[config.mk]
export PLATFORM = sky130hd
export DESIGN_NAME = spin_sync
export DESIGN_NICKNAME = d
export VERILOG_FILES = /design/src/core/spin_sync.v
export VERILOG_INCLUDE_DIRS = /design/src /design/src/core
export SDC_FILE = /design/constraint.sdc
export NUM_CORES = 1
export LEC_CHECK = 0
export BUFFER_PORTS_ARGS = -buffer_cell sky130_fd_sc_hd__buf_4
export CAP_MARGIN = 25
export CORE_MARGIN = 2
export CORE_UTILIZATION = 35
export CTS_BUF_LIST = sky130_fd_sc_hd__clkbuf_4
export CTS_CLUSTER_DIAMETER = 120
export DETAILED_ROUTE_END_ITERATION = 10
export PLACE_DENSITY = 0.51
export SYNTH_ARGS = -nofsm -noshare
export SYNTH_HDL_FRONTEND = slang
export SYNTH_SLANG_ARGS = --single-unit
[constraint.sdc]
create_clock -name CLK -period 3.9 [get_ports CLK]
set_input_delay 0.585 -clock CLK [delete_from_list [all_inputs] [get_ports CLK]]
set_output_delay 0.585 -clock CLK [all_outputs]
set_load 0.02 [all_outputs]
[src/core/spin_sync_consts.vh]
// Constants for the spinner rotation synchroniser.
`ifndef SPIN_SYNC_CONSTS_VH
`define SPIN_SYNC_CONSTS_VH
`define ADDR_W             32
`define OFS_ENABLE         32'h640000b0
`define OFS_CAPTURE        32'h640000b4
`define OFS_PRESET         32'h640000b8
`define OFS_TRIG_SEL       32'h640000ac
`define OFS_SYNC_SEL       32'h6400008c
`define ENABLE_BIT         0
`define SEL_LSB            1
`define SYNC_LSB           5
`define CNT_W              16
`define PERIOD_PS          12500
`define RST_VALUE          16'h0000
`endif

[src/core/spin_sync.v]
// Spinner rotation synchroniser with period and revolution counters.
`default_nettype none
`include "spin_sync_consts.vh"
// What this block does
// - Select codes X000..X011 route trigger 1..4 to counter input, no output.
// - Select codes X100..X111 route trigger and drive internal trigger of same index.
// - Select top bit picks revolutions-done pulse (0) or restart pulse (1).
// - Enable register bit 0 enables counters when 1, disables when 0.
// - Reset clears enable bit and both counters.
// - Enable register read returns enable, select and sync bits; upper bits zero.
// - Enabled and before stop, first counter counts every clock, cleared at crossing.
// - At crossing before stop, capture first counter, then clear it.
// - Captured value N means revolution time (N+1) times 12.5 ns.
// - On stop, first counter holds value and capture stops updating.
// - When second counter reaches zero, first counter counts down to zero.
// - First counter at zero with second at zero issues restart pulse.
// - Revolution preset register is writable and readable.
// - Before stop the second counter stays halted.
// - After stop second counter decrements at each crossing from preset.
// - Second counter halts at zero, reloads from preset when first reaches zero.
// - Period capture register is read-only and cleared at reset.
module spin_sync (
  // Clock, reset and enable
  input  wire        CLK,
  input  wire        SYS_RST,
  input  wire        CE,
  // Register port
  input  wire [31:0] ADDR,
  input  wire [15:0] WDATA,
  input  wire        WR,
  input  wire        RD,
  output reg  [15:0] RDATA,
  // Triggers and sequencer
  input  wire [3:0]  EXTERNAL_TRIGGER,
  input  wire        SEQ_STOP,
  output reg  [3:0]  INTERNAL_TRIGGER_OUT,
  output wire        RESTART
);

  // Sequencer states of the counter pair.
  localparam [1:0] ST_RUN  = 2'h0;
  localparam [1:0] ST_WAIT = 2'h1;
  localparam [1:0] ST_DOWN = 2'h2;

  // Software-visible registers.
  reg         enable_q;
  reg         enable_d;
  reg  [3:0]  sel_q;
  reg  [3:0]  sel_d;
  reg  [3:0]  sync_q;
  reg  [3:0]  sync_d;
  reg  [15:0] preset_q;
  reg  [15:0] preset_d;
  reg  [15:0] capture_q;
  reg  [15:0] capture_d;
  reg  [15:0] rdata_d;

  // Counter pair and its pulses.
  reg  [15:0] cnt1_q;
  reg  [15:0] cnt1_d;
  reg  [15:0] cnt2_q;
  reg  [15:0] cnt2_d;
  reg  [1:0]  state_q;
  reg  [1:0]  state_d;
  reg         done_q;
  reg         done_d;
  reg         restart_q;
  reg         restart_d;

  // Decoded strobes.
  wire        wr_enable;
  wire        wr_trig_sel;
  wire        wr_sync_sel;
  wire        wr_preset;
  wire        rd_enable;
  wire        rd_capture;
  wire        rd_preset;

  // Trigger paths and zero detects.
  wire [3:0]  line_sel;
  wire [3:0]  trig_d;
  wire [15:0] enable_word;
  wire        zc;
  wire        pulse;
  wire        cnt1_zero;
  wire        cnt2_zero;

  // Address match, shared by the write and read decoders.
  function hit;
    input [31:0] a;
    input [31:0] ofs;
    begin
      hit = (a == ofs);
    end
  endfunction

  // One-hot line decode of the low select bits, for the input and output paths.
  function [3:0] onehot4;
    input [1:0] idx;
    begin
      case (idx)
        2'h0: onehot4 = 4'h1;
        2'h1: onehot4 = 4'h2;
        2'h2: onehot4 = 4'h4;
        default: onehot4 = 4'h8;
      endcase
    end
  endfunction

  // Write and read decode.
  assign wr_enable   = WR & hit(ADDR, `OFS_ENABLE);
  assign wr_trig_sel = WR & hit(ADDR, `OFS_TRIG_SEL);
  assign wr_sync_sel = WR & hit(ADDR, `OFS_SYNC_SEL);
  assign wr_preset   = WR & hit(ADDR, `OFS_PRESET);
  assign rd_enable   = RD & hit(ADDR, `OFS_ENABLE);
  assign rd_capture  = RD & hit(ADDR, `OFS_CAPTURE);
  assign rd_preset   = RD & hit(ADDR, `OFS_PRESET);

  assign line_sel = onehot4(sel_q[1:0]);
  // A trigger held high for several clocks counts as several crossings, so the
  // source must deliver a single-clock pulse per revolution.
  assign zc       = |(EXTERNAL_TRIGGER & line_sel);

  assign pulse   = sel_q[3] ? restart_q : done_q;
  assign RESTART = restart_q;

  // Zero detects used by the waiting and backward phases.
  assign cnt1_zero = (cnt1_q == `RST_VALUE);
  assign cnt2_zero = (cnt2_q == `RST_VALUE);

  assign enable_word = {7'h00, sync_q, sel_q, enable_q};

  genvar i;
  generate
    for (i = 0; i < 4; i = i + 1) begin : g_trig
      assign trig_d[i] = sel_q[2] & line_sel[i] & pulse;
    end
  endgenerate

  always @* begin
    enable_d = enable_q;
    if (wr_enable) begin
      enable_d = WDATA[`ENABLE_BIT];
    end
  end

  // The select bits stay writable while the counters are disabled.
  always @* begin
    sel_d = sel_q;
    if (wr_trig_sel) begin
      sel_d = WDATA[3:0];
    end
  end

  // The sync bits are only stored for readback.
  always @* begin
    sync_d = sync_q;
    if (wr_sync_sel) begin
      sync_d = WDATA[3:0];
    end
  end

  always @* begin
    preset_d = preset_q;
    if (wr_preset) begin
      preset_d = WDATA;
    end
  end

  always @* begin
    capture_d = capture_q;
    if (enable_q && (state_q == ST_RUN) && !SEQ_STOP && zc) begin
      capture_d = cnt1_q;
    end
  end

  // The stop has priority over a crossing in the same cycle, so the capture
  // register never takes a value cut short by the stop.
  always @* begin
    cnt1_d    = cnt1_q;
    cnt2_d    = cnt2_q;
    state_d   = state_q;
    done_d    = 1'b0;
    restart_d = 1'b0;
    if (!enable_q) begin
      cnt1_d  = `RST_VALUE;
      cnt2_d  = `RST_VALUE;
      state_d = ST_RUN;
    end else begin
      case (state_q)
        ST_RUN: begin
          cnt2_d = preset_q;
          if (SEQ_STOP) begin
            state_d = ST_WAIT;
          end else if (zc) begin
            cnt1_d = `RST_VALUE;
          end else begin
            cnt1_d = cnt1_q + 16'h0001;
          end
        end
        ST_WAIT: begin
          if (cnt2_zero) begin
            state_d = ST_DOWN;
            done_d  = 1'b1;
          end else if (zc) begin
            cnt2_d = cnt2_q - 16'h0001;
          end
        end
        ST_DOWN: begin
          if (cnt1_zero) begin
            restart_d = 1'b1;
            cnt2_d  = preset_q;
            state_d = ST_RUN;
          end else begin
            cnt1_d = cnt1_q - 16'h0001;
          end
        end
        default: begin
          state_d = ST_RUN;
        end
      endcase
    end
  end

  // Unmapped and write-only addresses read as zero.
  always @* begin
    rdata_d = 16'h0000;
    if (rd_enable) begin
      rdata_d = enable_word;
    end
    if (rd_capture) begin
      rdata_d = capture_q;
    end
    if (rd_preset) begin
      rdata_d = preset_q;
    end
  end

  always @(posedge CLK) begin
    if (SYS_RST) begin
      enable_q <= 1'b0;
    end else if (CE) begin
      enable_q <= enable_d;
    end
  end

  // Trigger select register.
  always @(posedge CLK) begin
    if (SYS_RST) begin
      sel_q <= 4'h0;
    end else if (CE) begin
      sel_q <= sel_d;
    end
  end

  // Sync select register.
  always @(posedge CLK) begin
    if (SYS_RST) begin
      sync_q <= 4'h0;
    end else if (CE) begin
      sync_q <= sync_d;
    end
  end

  // Revolution preset register.
  always @(posedge CLK) begin
    if (SYS_RST) begin
      preset_q <= `RST_VALUE;
    end else if (CE) begin
      preset_q <= preset_d;
    end
  end

  always @(posedge CLK) begin
    if (SYS_RST) begin
      capture_q <= `RST_VALUE;
    end else if (CE) begin
      capture_q <= capture_d;
    end
  end

  // First counter.
  always @(posedge CLK) begin
    if (SYS_RST) begin
      cnt1_q <= `RST_VALUE;
    end else if (CE) begin
      cnt1_q <= cnt1_d;
    end
  end

  // Second counter.
  always @(posedge CLK) begin
    if (SYS_RST) begin
      cnt2_q <= `RST_VALUE;
    end else if (CE) begin
      cnt2_q <= cnt2_d;
    end
  end

  // Phase of the counter pair.
  always @(posedge CLK) begin
    if (SYS_RST) begin
      state_q <= ST_RUN;
    end else if (CE) begin
      state_q <= state_d;
    end
  end

  // Revolutions-done pulse.
  always @(posedge CLK) begin
    if (SYS_RST) begin
      done_q <= 1'b0;
    end else if (CE) begin
      done_q <= done_d;
    end
  end

  // Restart-position pulse.
  always @(posedge CLK) begin
    if (SYS_RST) begin
      restart_q <= 1'b0;
    end else if (CE) begin
      restart_q <= restart_d;
    end
  end

  // The echo lags the chosen pulse by one clock.
  always @(posedge CLK) begin
    if (SYS_RST) begin
      INTERNAL_TRIGGER_OUT <= 4'h0;
    end else if (CE) begin
      INTERNAL_TRIGGER_OUT <= trig_d;
    end
  end

  // Read data is registered so that it stands only in the cycle after the strobe.
  always @(posedge CLK) begin
    if (SYS_RST) begin
      RDATA <= 16'h0000;
    end else if (CE) begin
      RDATA <= rdata_d;
    end
  end

endmodule // spin_sync
`default_nettype wire

==> summary.md, run 1 <==
| Metric | Value |
|---|---|
| DRC | 0 |
| Post-synth EDFFs | 0 |
| # fillers | around 1,500 |
| Leak pwr | 2.31 nW |
| DP Worst Slack | 1.23 ns |
| FF-to-FF Start | cnt1_q[0] |
| # IOs | 79 |
| Ant diodes | 0 |
| Std-Cell Rows | 44 |
| Rel. slew slack | 35.7% |
| Clock Tree Buf Depth | 2 |
| Drt wl/cell | 18.4 um |
| CP max FO | 28 |
| Final hold vios | 0 |
| Metal3 WL | 530 um |
| Initial antenna violation count | 0 |
| Setup violations, final | 0 |
| Placed Cells | 864 |
| Hpwl dp | 11,800 um |
| Syn nets | 702 |
| Post-synth top area cell | dfxtp_1 |
| Most used flip-flop cell after synthesis | dfxtp_1 |
| Core box area | 14,500 um^2 |
| Met1 WL | 7890 um |
| H-tree levels | 3 |
| Largest net degree at the start of global routing | 50 |
| Via count | 4,968 |
| Post-layout util | roughly two fifths |
| Average size of a mapped cell | 8.14 um^2 |
| Worst setup EP type | flip-flop |
| Nets@finish | 752 |
| Die height | roughly 130 um |
| Tightest Pin Transition | 0.962 ns |
| Number of global-route vias before repair | 4,620 |
| Worst Hold Class | input port to flip-flop |
| Most numerous cell in the Yosys netlist | dfxtp_1 |
| Fraction of layout cells with a size suffix above 1 | 20.1% |
| Final non-filler cell total | 880 |
| Peak supply drop | 0.172 mV |
| Max-cap viol count | 0 |
| Tot GR Track Use | 20.3% |
| Sequential element share of the synthesized area | 37.2% |
| Number of synthesis warnings | 0 |
| Critical Path AT | 3.11 ns |
| Worst Clk Skew | between 0.02 and 0.025 ns |
| Fmax | 371 MHz |
| Hold Startpoint | WDATA[8] |
| PwrDens | 288 nW/um^2 |
| Hold EP | preset_q[8] |
| Hold depth | 2 |
| Total global routing overflow | 0 |
| Setup_tns | 0 ns |
| Final WL | 16,200 um |
| FF-to-FF setup slack | 1.21 ns |
| Routability cong. | approximately 0.83 |
| Area of the multi-input gates | ~3000 um^2 |
| Worst reg2reg path endpoint | cnt1_q[1] |
| Die area | 15,900 um^2 |
| Register area | around 2000 um^2 |
| Power, Total | 1.73 mW |
| Number of setup buffers added after CTS | 0 |
| Initial Util | 35.9% |
| Ys async rst share | 0% |
| Critical path class | flip-flop to flip-flop |
| Routed vias/inst | 5.65 |
| Synth cell types | 64 |
| Worst r2r path cells | 7 |
| Worst path required time | 4.32 ns |
| Final worst path period need | 2.69 ns |
| Clock Latency Late Sink | about 0.49 ns |
| DRT iter0 DRCs | 418 |
| Cts hold-fix bufs | 0 |
| CTS tree | built |
| Final period util | between 60 and 70% |
| First-pass DRT Iterations | 5 |
| ANT nets after route | 0 |
| Status | completed |
| CP Launch Type | flip-flop |
| Mapped Cells | 641 |
| Chip Width | between 100 and 150 um |
| P&R area growth vs syn | 15.5% |
| #FFs+latches synth | between 90 and 100 |
| Slew Limit Fails | 0 |
| Sinks on Clock Net | 97 |
| Final Worst Setup Slack | 1.21 ns |
| # resized after CTS | 0 |
| First-pass GRT wire length | 25,500 um |
| RSZ-0062 raised after global routing | no |
| Area of the mapped netlist | roughly 5200 um^2 |
| CTS Buf Count | 9 |
| Met2 wire length | 7460 um |
| Worst-path clk slew | 0.17 ns |
| Synth top cells by count | dfxtp_1, nand2_1, nor2_1 |
| Top cell type's share of synthesized area | 37.2% |
| Synth area leaders | dfxtp_1, mux2i_1, nand2_1, a21oi_1, nor2_1 |
| Root Buffer | clkbuf_4 |
| Top sig layer | met4 |
| IO Port Bufs | slightly below 80 |
-- cell families after synthesis --
logic type               count (synthesis)  synth area share, %
AND/OR/NAND/NOR                        258                 25.0
AO/OA/AOI/OAI                          173                 22.2
flip-flops                              97                 37.2
buffers and inverters                   60                 5.18
multiplexers                            42                 8.33
XOR/XNOR                                 8                 1.34
adder cells (fa/ha/maj)                  3                0.720
-- sequential cells by signal, indices dropped and copies added (netlist names) --
name / count
enable_q: 1
cnt2_q: 16
cnt1_q: 16
sync_q: 4
RDATA: 16
preset_q: 16
RESTART: 1
INTERNAL_TRIGGER_OUT: 4
capture_q: 16
done_q: 1
sel_q: 4
state_q: 2
-- routing by layer --
metal  GRT usage [%]  vias up
li1                -     2452
met1            29.3     2386
met2            31.3      110
met3            2.51       20
met4            6.98        0
met5               0        -
-- critical path: stages (launching register included) --
cell	delay [ns]
dfxtp_1	0.39
inv_1	0.11
ha_1	0.20
nor4b_2	0.39
nand3_1	0.22
o311ai_4	0.83
mux2_2	0.41
nor2_1	0.08
-- power breakdown --
group | leakage, nW | switching, mW | internal [mW]
logic | 1.44 | 0.0798 | 0.0601
clock network | 0.0836 | 0.389 | 0.208
registers | 0.781 | 0.00252 | 0.993
total | 2.31 | 0.471 | 1.26
-- how the worst max path moves through the flow --
stage                     cells past startpoint  startpoint  slack, ns           to
after global placement                        5   cnt1_q[8]       1.33    cnt1_q[1]
after CTS                                     7   cnt1_q[0]       1.19    cnt1_q[1]
after floorplan                               6     ADDR[1]       1.77  preset_q[3]
after detailed placement                      7   cnt1_q[0]       1.23    cnt1_q[1]
after global routing                          7   cnt1_q[0]       0.90    cnt1_q[1]
final                                         7   cnt1_q[0]       1.21    cnt1_q[1]
-- through the flow --
| stage | area, um^2 | hold WS [ns] |
|---|---|---|
| 4_1_cts | 6030 | 0.289 |
| 2_1_floorplan | 5220 | 0.438 |
| 3_5_place_dp | 5880 | 0.458 |
| 6_report | 6030 | 0.308 |
| 5_1_grt | 6030 | 0.288 |
| 3_3_place_gp | 5880 | 0.447 |
-- layout by cell type, fill, tap and decap left out, drive strengths merged, types with 3 or more instances in the layout --
cell / instances
a211oi: 3
a21bo: 7
a21oi: 50
a22oi: 12
a31o: 14
a31oi: 6
a32o: 3
a32oi: 5
and2: 5
buf: 88
clkbuf: 9
dfxtp: 97
ha: 3
inv: 16
mux2i: 40
nand2: 79
nand2b: 6
nand3: 11
nand4: 14
nor2: 66
nor2b: 7
nor3: 14
nor3b: 4
nor4: 16
nor4b: 7
o2111ai: 4
o211ai: 4
o21ai: 43
o311ai: 5
o31ai: 5
or3: 16
or4: 4
xnor2: 6
-- area by class of cell --
cell class,instances,share of cell area (%)
flip-flops and latches,97,32.2
inverters,11,0.685
well taps,184,3.82
clock buffers,9,1.12
multi-input cells,484,49.8
clock inverters,7,1.35
repair buffers,88,11.0
(Power assumes the default switching activity.)
==> run 2, diff against run 1 <==
- ABC_AREA: unset -> 1
- clock period: 3.9 -> 2.5 ns (I/O delays scaled with it)
==> run 2 against run 1 <==
  * Hold slack worse by 0.19 ns
  * Maximum frequency up 31%
  * Synthesized area up 5.4%
  * Synthesized cell count up 37%
  * Setup slack worse by 0.77 ns
  * Critical path type unchanged
  * Critical endpoint is now cnt1_q[11]
  * Largest power group unchanged
==> summary.md, run 2 <==
| Metric | Value |
|---|---|
| #FFs+latches synth | 97 (unchanged) |
| Most common cell after layout, fill and taps aside | nand2_1 |
| Average size of a mapped cell | 6.25 um^2 (-23%) |
| Initial Util | 36.0% (+0.15 points) |
| Slowest stage cell, crit path | dfxtp_1 |
| Nets@finish | 1,006 (+34%) |
| Area of the mapped netlist | 5500 um^2 (+5.4%) |
| PwrDens | 433 nW/um^2 (+51%) |
| Commonest cells after routing, fill and taps aside | nand2_1, nor2_1, dfxtp_1 |
| Number of synthesis warnings | 0 (unchanged) |
| Sw Pwr | 0.857 mW (+82%) |
| Sequential element share of the synthesized area | 35.3% (-1.9 points) |
| Crit-path max cell delay | 0.41 ns (-0.42 ns) |
| H-tree levels | 3 (unchanged) |
| Routability cong. | 0.851 (+3.0%) |
| Power, Total | 2.78 mW (+60%) |
| Worst setup EP type | flip-flop |
| Total global routing overflow | 0 (unchanged) |
| Post-synth EDFFs | 0 (unchanged) |
| Chip Width | 129 um (+2.6%) |
| ANT nets after route | 0 (unchanged) |
| Logic pwr share | 12.4% (+4.3 points) |
| DRC | 0 (unchanged) |
| Die area | 16,700 um^2 (+5.2%) |
| Die height | 129 um (+2.6%) |
| Clock Tree Buf Depth | 2 (unchanged) |
| Switch share | 30.8% (+3.6 points) |
| CTS Buf Count | 9 (unchanged) |
| Fraction of layout cells with a size suffix above 1 | 15.1% (-5.1 points) |
| Mapped Cells | 879 (+37%) |
| Synth area leaders | dfxtp_1, nand2_1, nor2_1, a21oi_1, nand3_1 |
| FF-to-FF Start | cnt1_q[0] |
| Rel. slew slack | 58.7% (+23 points) |
| Routed vias/inst | 4.93 (-13%) |
| Number of global-route vias before repair | 5,261 (+14%) |
| Core box area | 15,300 um^2 (+5.0%) |
| Post-synth top area cell | dfxtp_1 |
| Syn nets | 940 (+34%) |
| Final non-filler cell total | 1,162 (+32%) |
| Tightest Pin Transition | 0.619 ns (-0.343 ns) |
| Worst Hold Class | input port to flip-flop |
| Std-Cell Rows | 45 (+2.3%) |
| Initial antenna violation count | 1 (+1) |
| Met2 wire length | 7340 um (-1.6%) |
| Drt wl/cell | 14.4 um (-22%) |
| Worst-path clk slew | 0.18 ns (about the same) |
| Via count | 5,727 (+15%) |
| Status | completed |
| # resized after CTS | 0 (unchanged) |
| Final hold slack | 0.116 ns (-0.192 ns) |
| Clock Latency Late Sink | 0.49 ns (about the same) |
| First-pass GRT wire length | 26,900 um (+5.7%) |
| IO Port Bufs | 78 (unchanged) |
| Most used flip-flop cell after synthesis | dfxtp_1 |
| Critical path class | flip-flop to flip-flop |
| Tot GR Track Use | 20.4% (+0.13 points) |
| Ys async rst share | 0% (unchanged) |
| Most numerous cell in the Yosys netlist | nand2_1 |
| Int Pwr | 1.92 mW (+52%) |
| P&R area growth vs syn | 16.8% |
| Setup violations, final | 0 (unchanged) |
| Critical Path AT | 2.45 ns (-0.66 ns) |
| Final hold vios | 0 (unchanged) |
| Sinks on Clock Net | 97 (unchanged) |
| Synth cell types | 35 (-45%) |
| Number of setup buffers added after CTS | 0 (unchanged) |
| Top sig layer | met4 |
| Peak supply drop | 0.216 mV (+26%) |
| Hpwl dp | 12,600 um (+6.1%) |
| DRT iter0 DRCs | 409 (-2.2%) |
| Final WL | 16,700 um (+3.1%) |
| # IOs | 79 (unchanged) |
| Critical path startpoint | cnt1_q[0] |
| Worst Clk Skew | 0.0284 ns (+0.00538 ns) |
| Largest net degree at the start of global routing | 57 (+14%) |
| Setup_tns | 0 ns (unchanged) |
| Max-cap viol count | 0 (unchanged) |
| CP max FO | 20 (-29%) |
| First-pass DRT Iterations | 5 (unchanged) |
| Synth top cells by count | nand2_1, nor2_1, dfxtp_1 |
| CP Launch Type | flip-flop |
| CTS tree | built |
| Placed Cells | 1,145 (+33%) |
| Worst path required time | 2.89 ns (-1.43 ns) |
| Hold Startpoint | WDATA[8] |
| Slew Limit Fails | 0 (unchanged) |
| Fmax | 486 MHz (+31%) |
| Root Buffer | clkbuf_4 |
| Cts hold-fix bufs | 0 (unchanged) |
| RSZ-0062 raised after global routing | no |
| Crit path cell chain | inv_1, ha_1, nand3_1, nor2_2, nand4_2, nand2_4, inv_2, nand2_1, nand2_2, inv_2, nand2_1, nor2_2 |
| Seq pwr share | 56.5% (-1.0 points) |
| Leak pwr | 2.64 nW (+15%) |
| Metal3 WL | 774 um (+46%) |
| Final worst path period need | 2.06 ns (-0.634 ns) |
| Final period util | 82.4% (+13 points) |
| Clock power share | 31.0% (-3.5 points) |
| Met1 WL | 8160 um (+3.5%) |
| Top cell type's share of synthesized area | 35.3% (-1.9 points) |
==> run 2: cell count changes after synthesis, moves of 20 or more <==
| cell | delta |
|---|---|
| nand2_1 | +154 |
| inv_1 | +63 |
| nand3_1 | +61 |
| nor2_1 | +59 |
| mux2i_1 | -39 |
| a21oi_1 | +36 |
| nand4_1 | +23 |
| clkbuf_1 | -20 |
==> run 2: final cells by class <==
cell class / count / area (um^2)
diodes: 1 / 2.50
flip-flops and latches: 97 / 1940
clock buffers: 9 / 67.6
clock inverters: 7 / 71.3
repair buffers: 94 / 706
multi-input cells: 660 / 3060
well taps: 211 / 264
fillers: 1661 / 8840
inverters: 83 / 312
==> run 2: per-stage QoR <==
step / utilization [%] / area [um^2] / setup WS, ns
after floorplan: - / 5500 / 0.860
after global placement: 41.1 / 6280 / 0.512
after detailed placement: 41.1 / 6280 / 0.500
after CTS: 42.1 / 6420 / 0.463
after global routing: 42.1 / 6420 / 0.223
final: 42.1 / 6420 / 0.441
==> run 2: worst max-delay path: cells and delay by family (launching register included) <==
kind	cells	cell delay (ns)
buffers and inverters	3	0.50
adders and majority gates	1	0.25
DFF	1	0.41
and+or+nand+nor	8	0.79
==> run 2: worst paths after layout <==
kind | depth (start not counted) | endpoint | slack (ns)
worst min-delay path | 3 | preset_q[8] | 0.12
worst min register to register | 2 | INTERNAL_TRIGGER_OUT[1] | 0.48
worst max register to register | 12 | cnt1_q[11] | 0.44
worst max-delay path | 12 | cnt1_q[11] | 0.44
==> run 2: logic make-up after synthesis <==
family / count (synthesis) / share of synthesized area (%)
adders and majority gates: 3 / 0.683
AOI/OAI and AO/OA: 151 / 14.0
and+or+nand+nor: 499 / 39.7
buffers and inverters: 122 / 9.10
DFF: 97 / 35.3
xor gates and xnor gates: 6 / 0.956
muxes: 1 / 0.182
==> run 2: power groups by stage <==
stage / clock network, mW / logic, mW / registers, mW
final: 0.863 / 0.346 / 1.57
after global routing: 0.964 / 0.389 / 1.58
after CTS: 0.899 / 0.346 / 1.57
after detailed placement: 0 / 0.345 / 1.60
after global placement: 0 / 0.347 / 1.60
after floorplan: 0 / 0.209 / 1.60
==> run 2: per-layer routing <==
| layer | up-vias | track usage (%) |
|---|---|---|
| met5 | - | 0 |
| met4 | 0 | 8.06 |
| met3 | 22 | 2.56 |
| met2 | 132 | 32.1 |
| met1 | 2575 | 28.5 |
| li1 | 2998 | - |
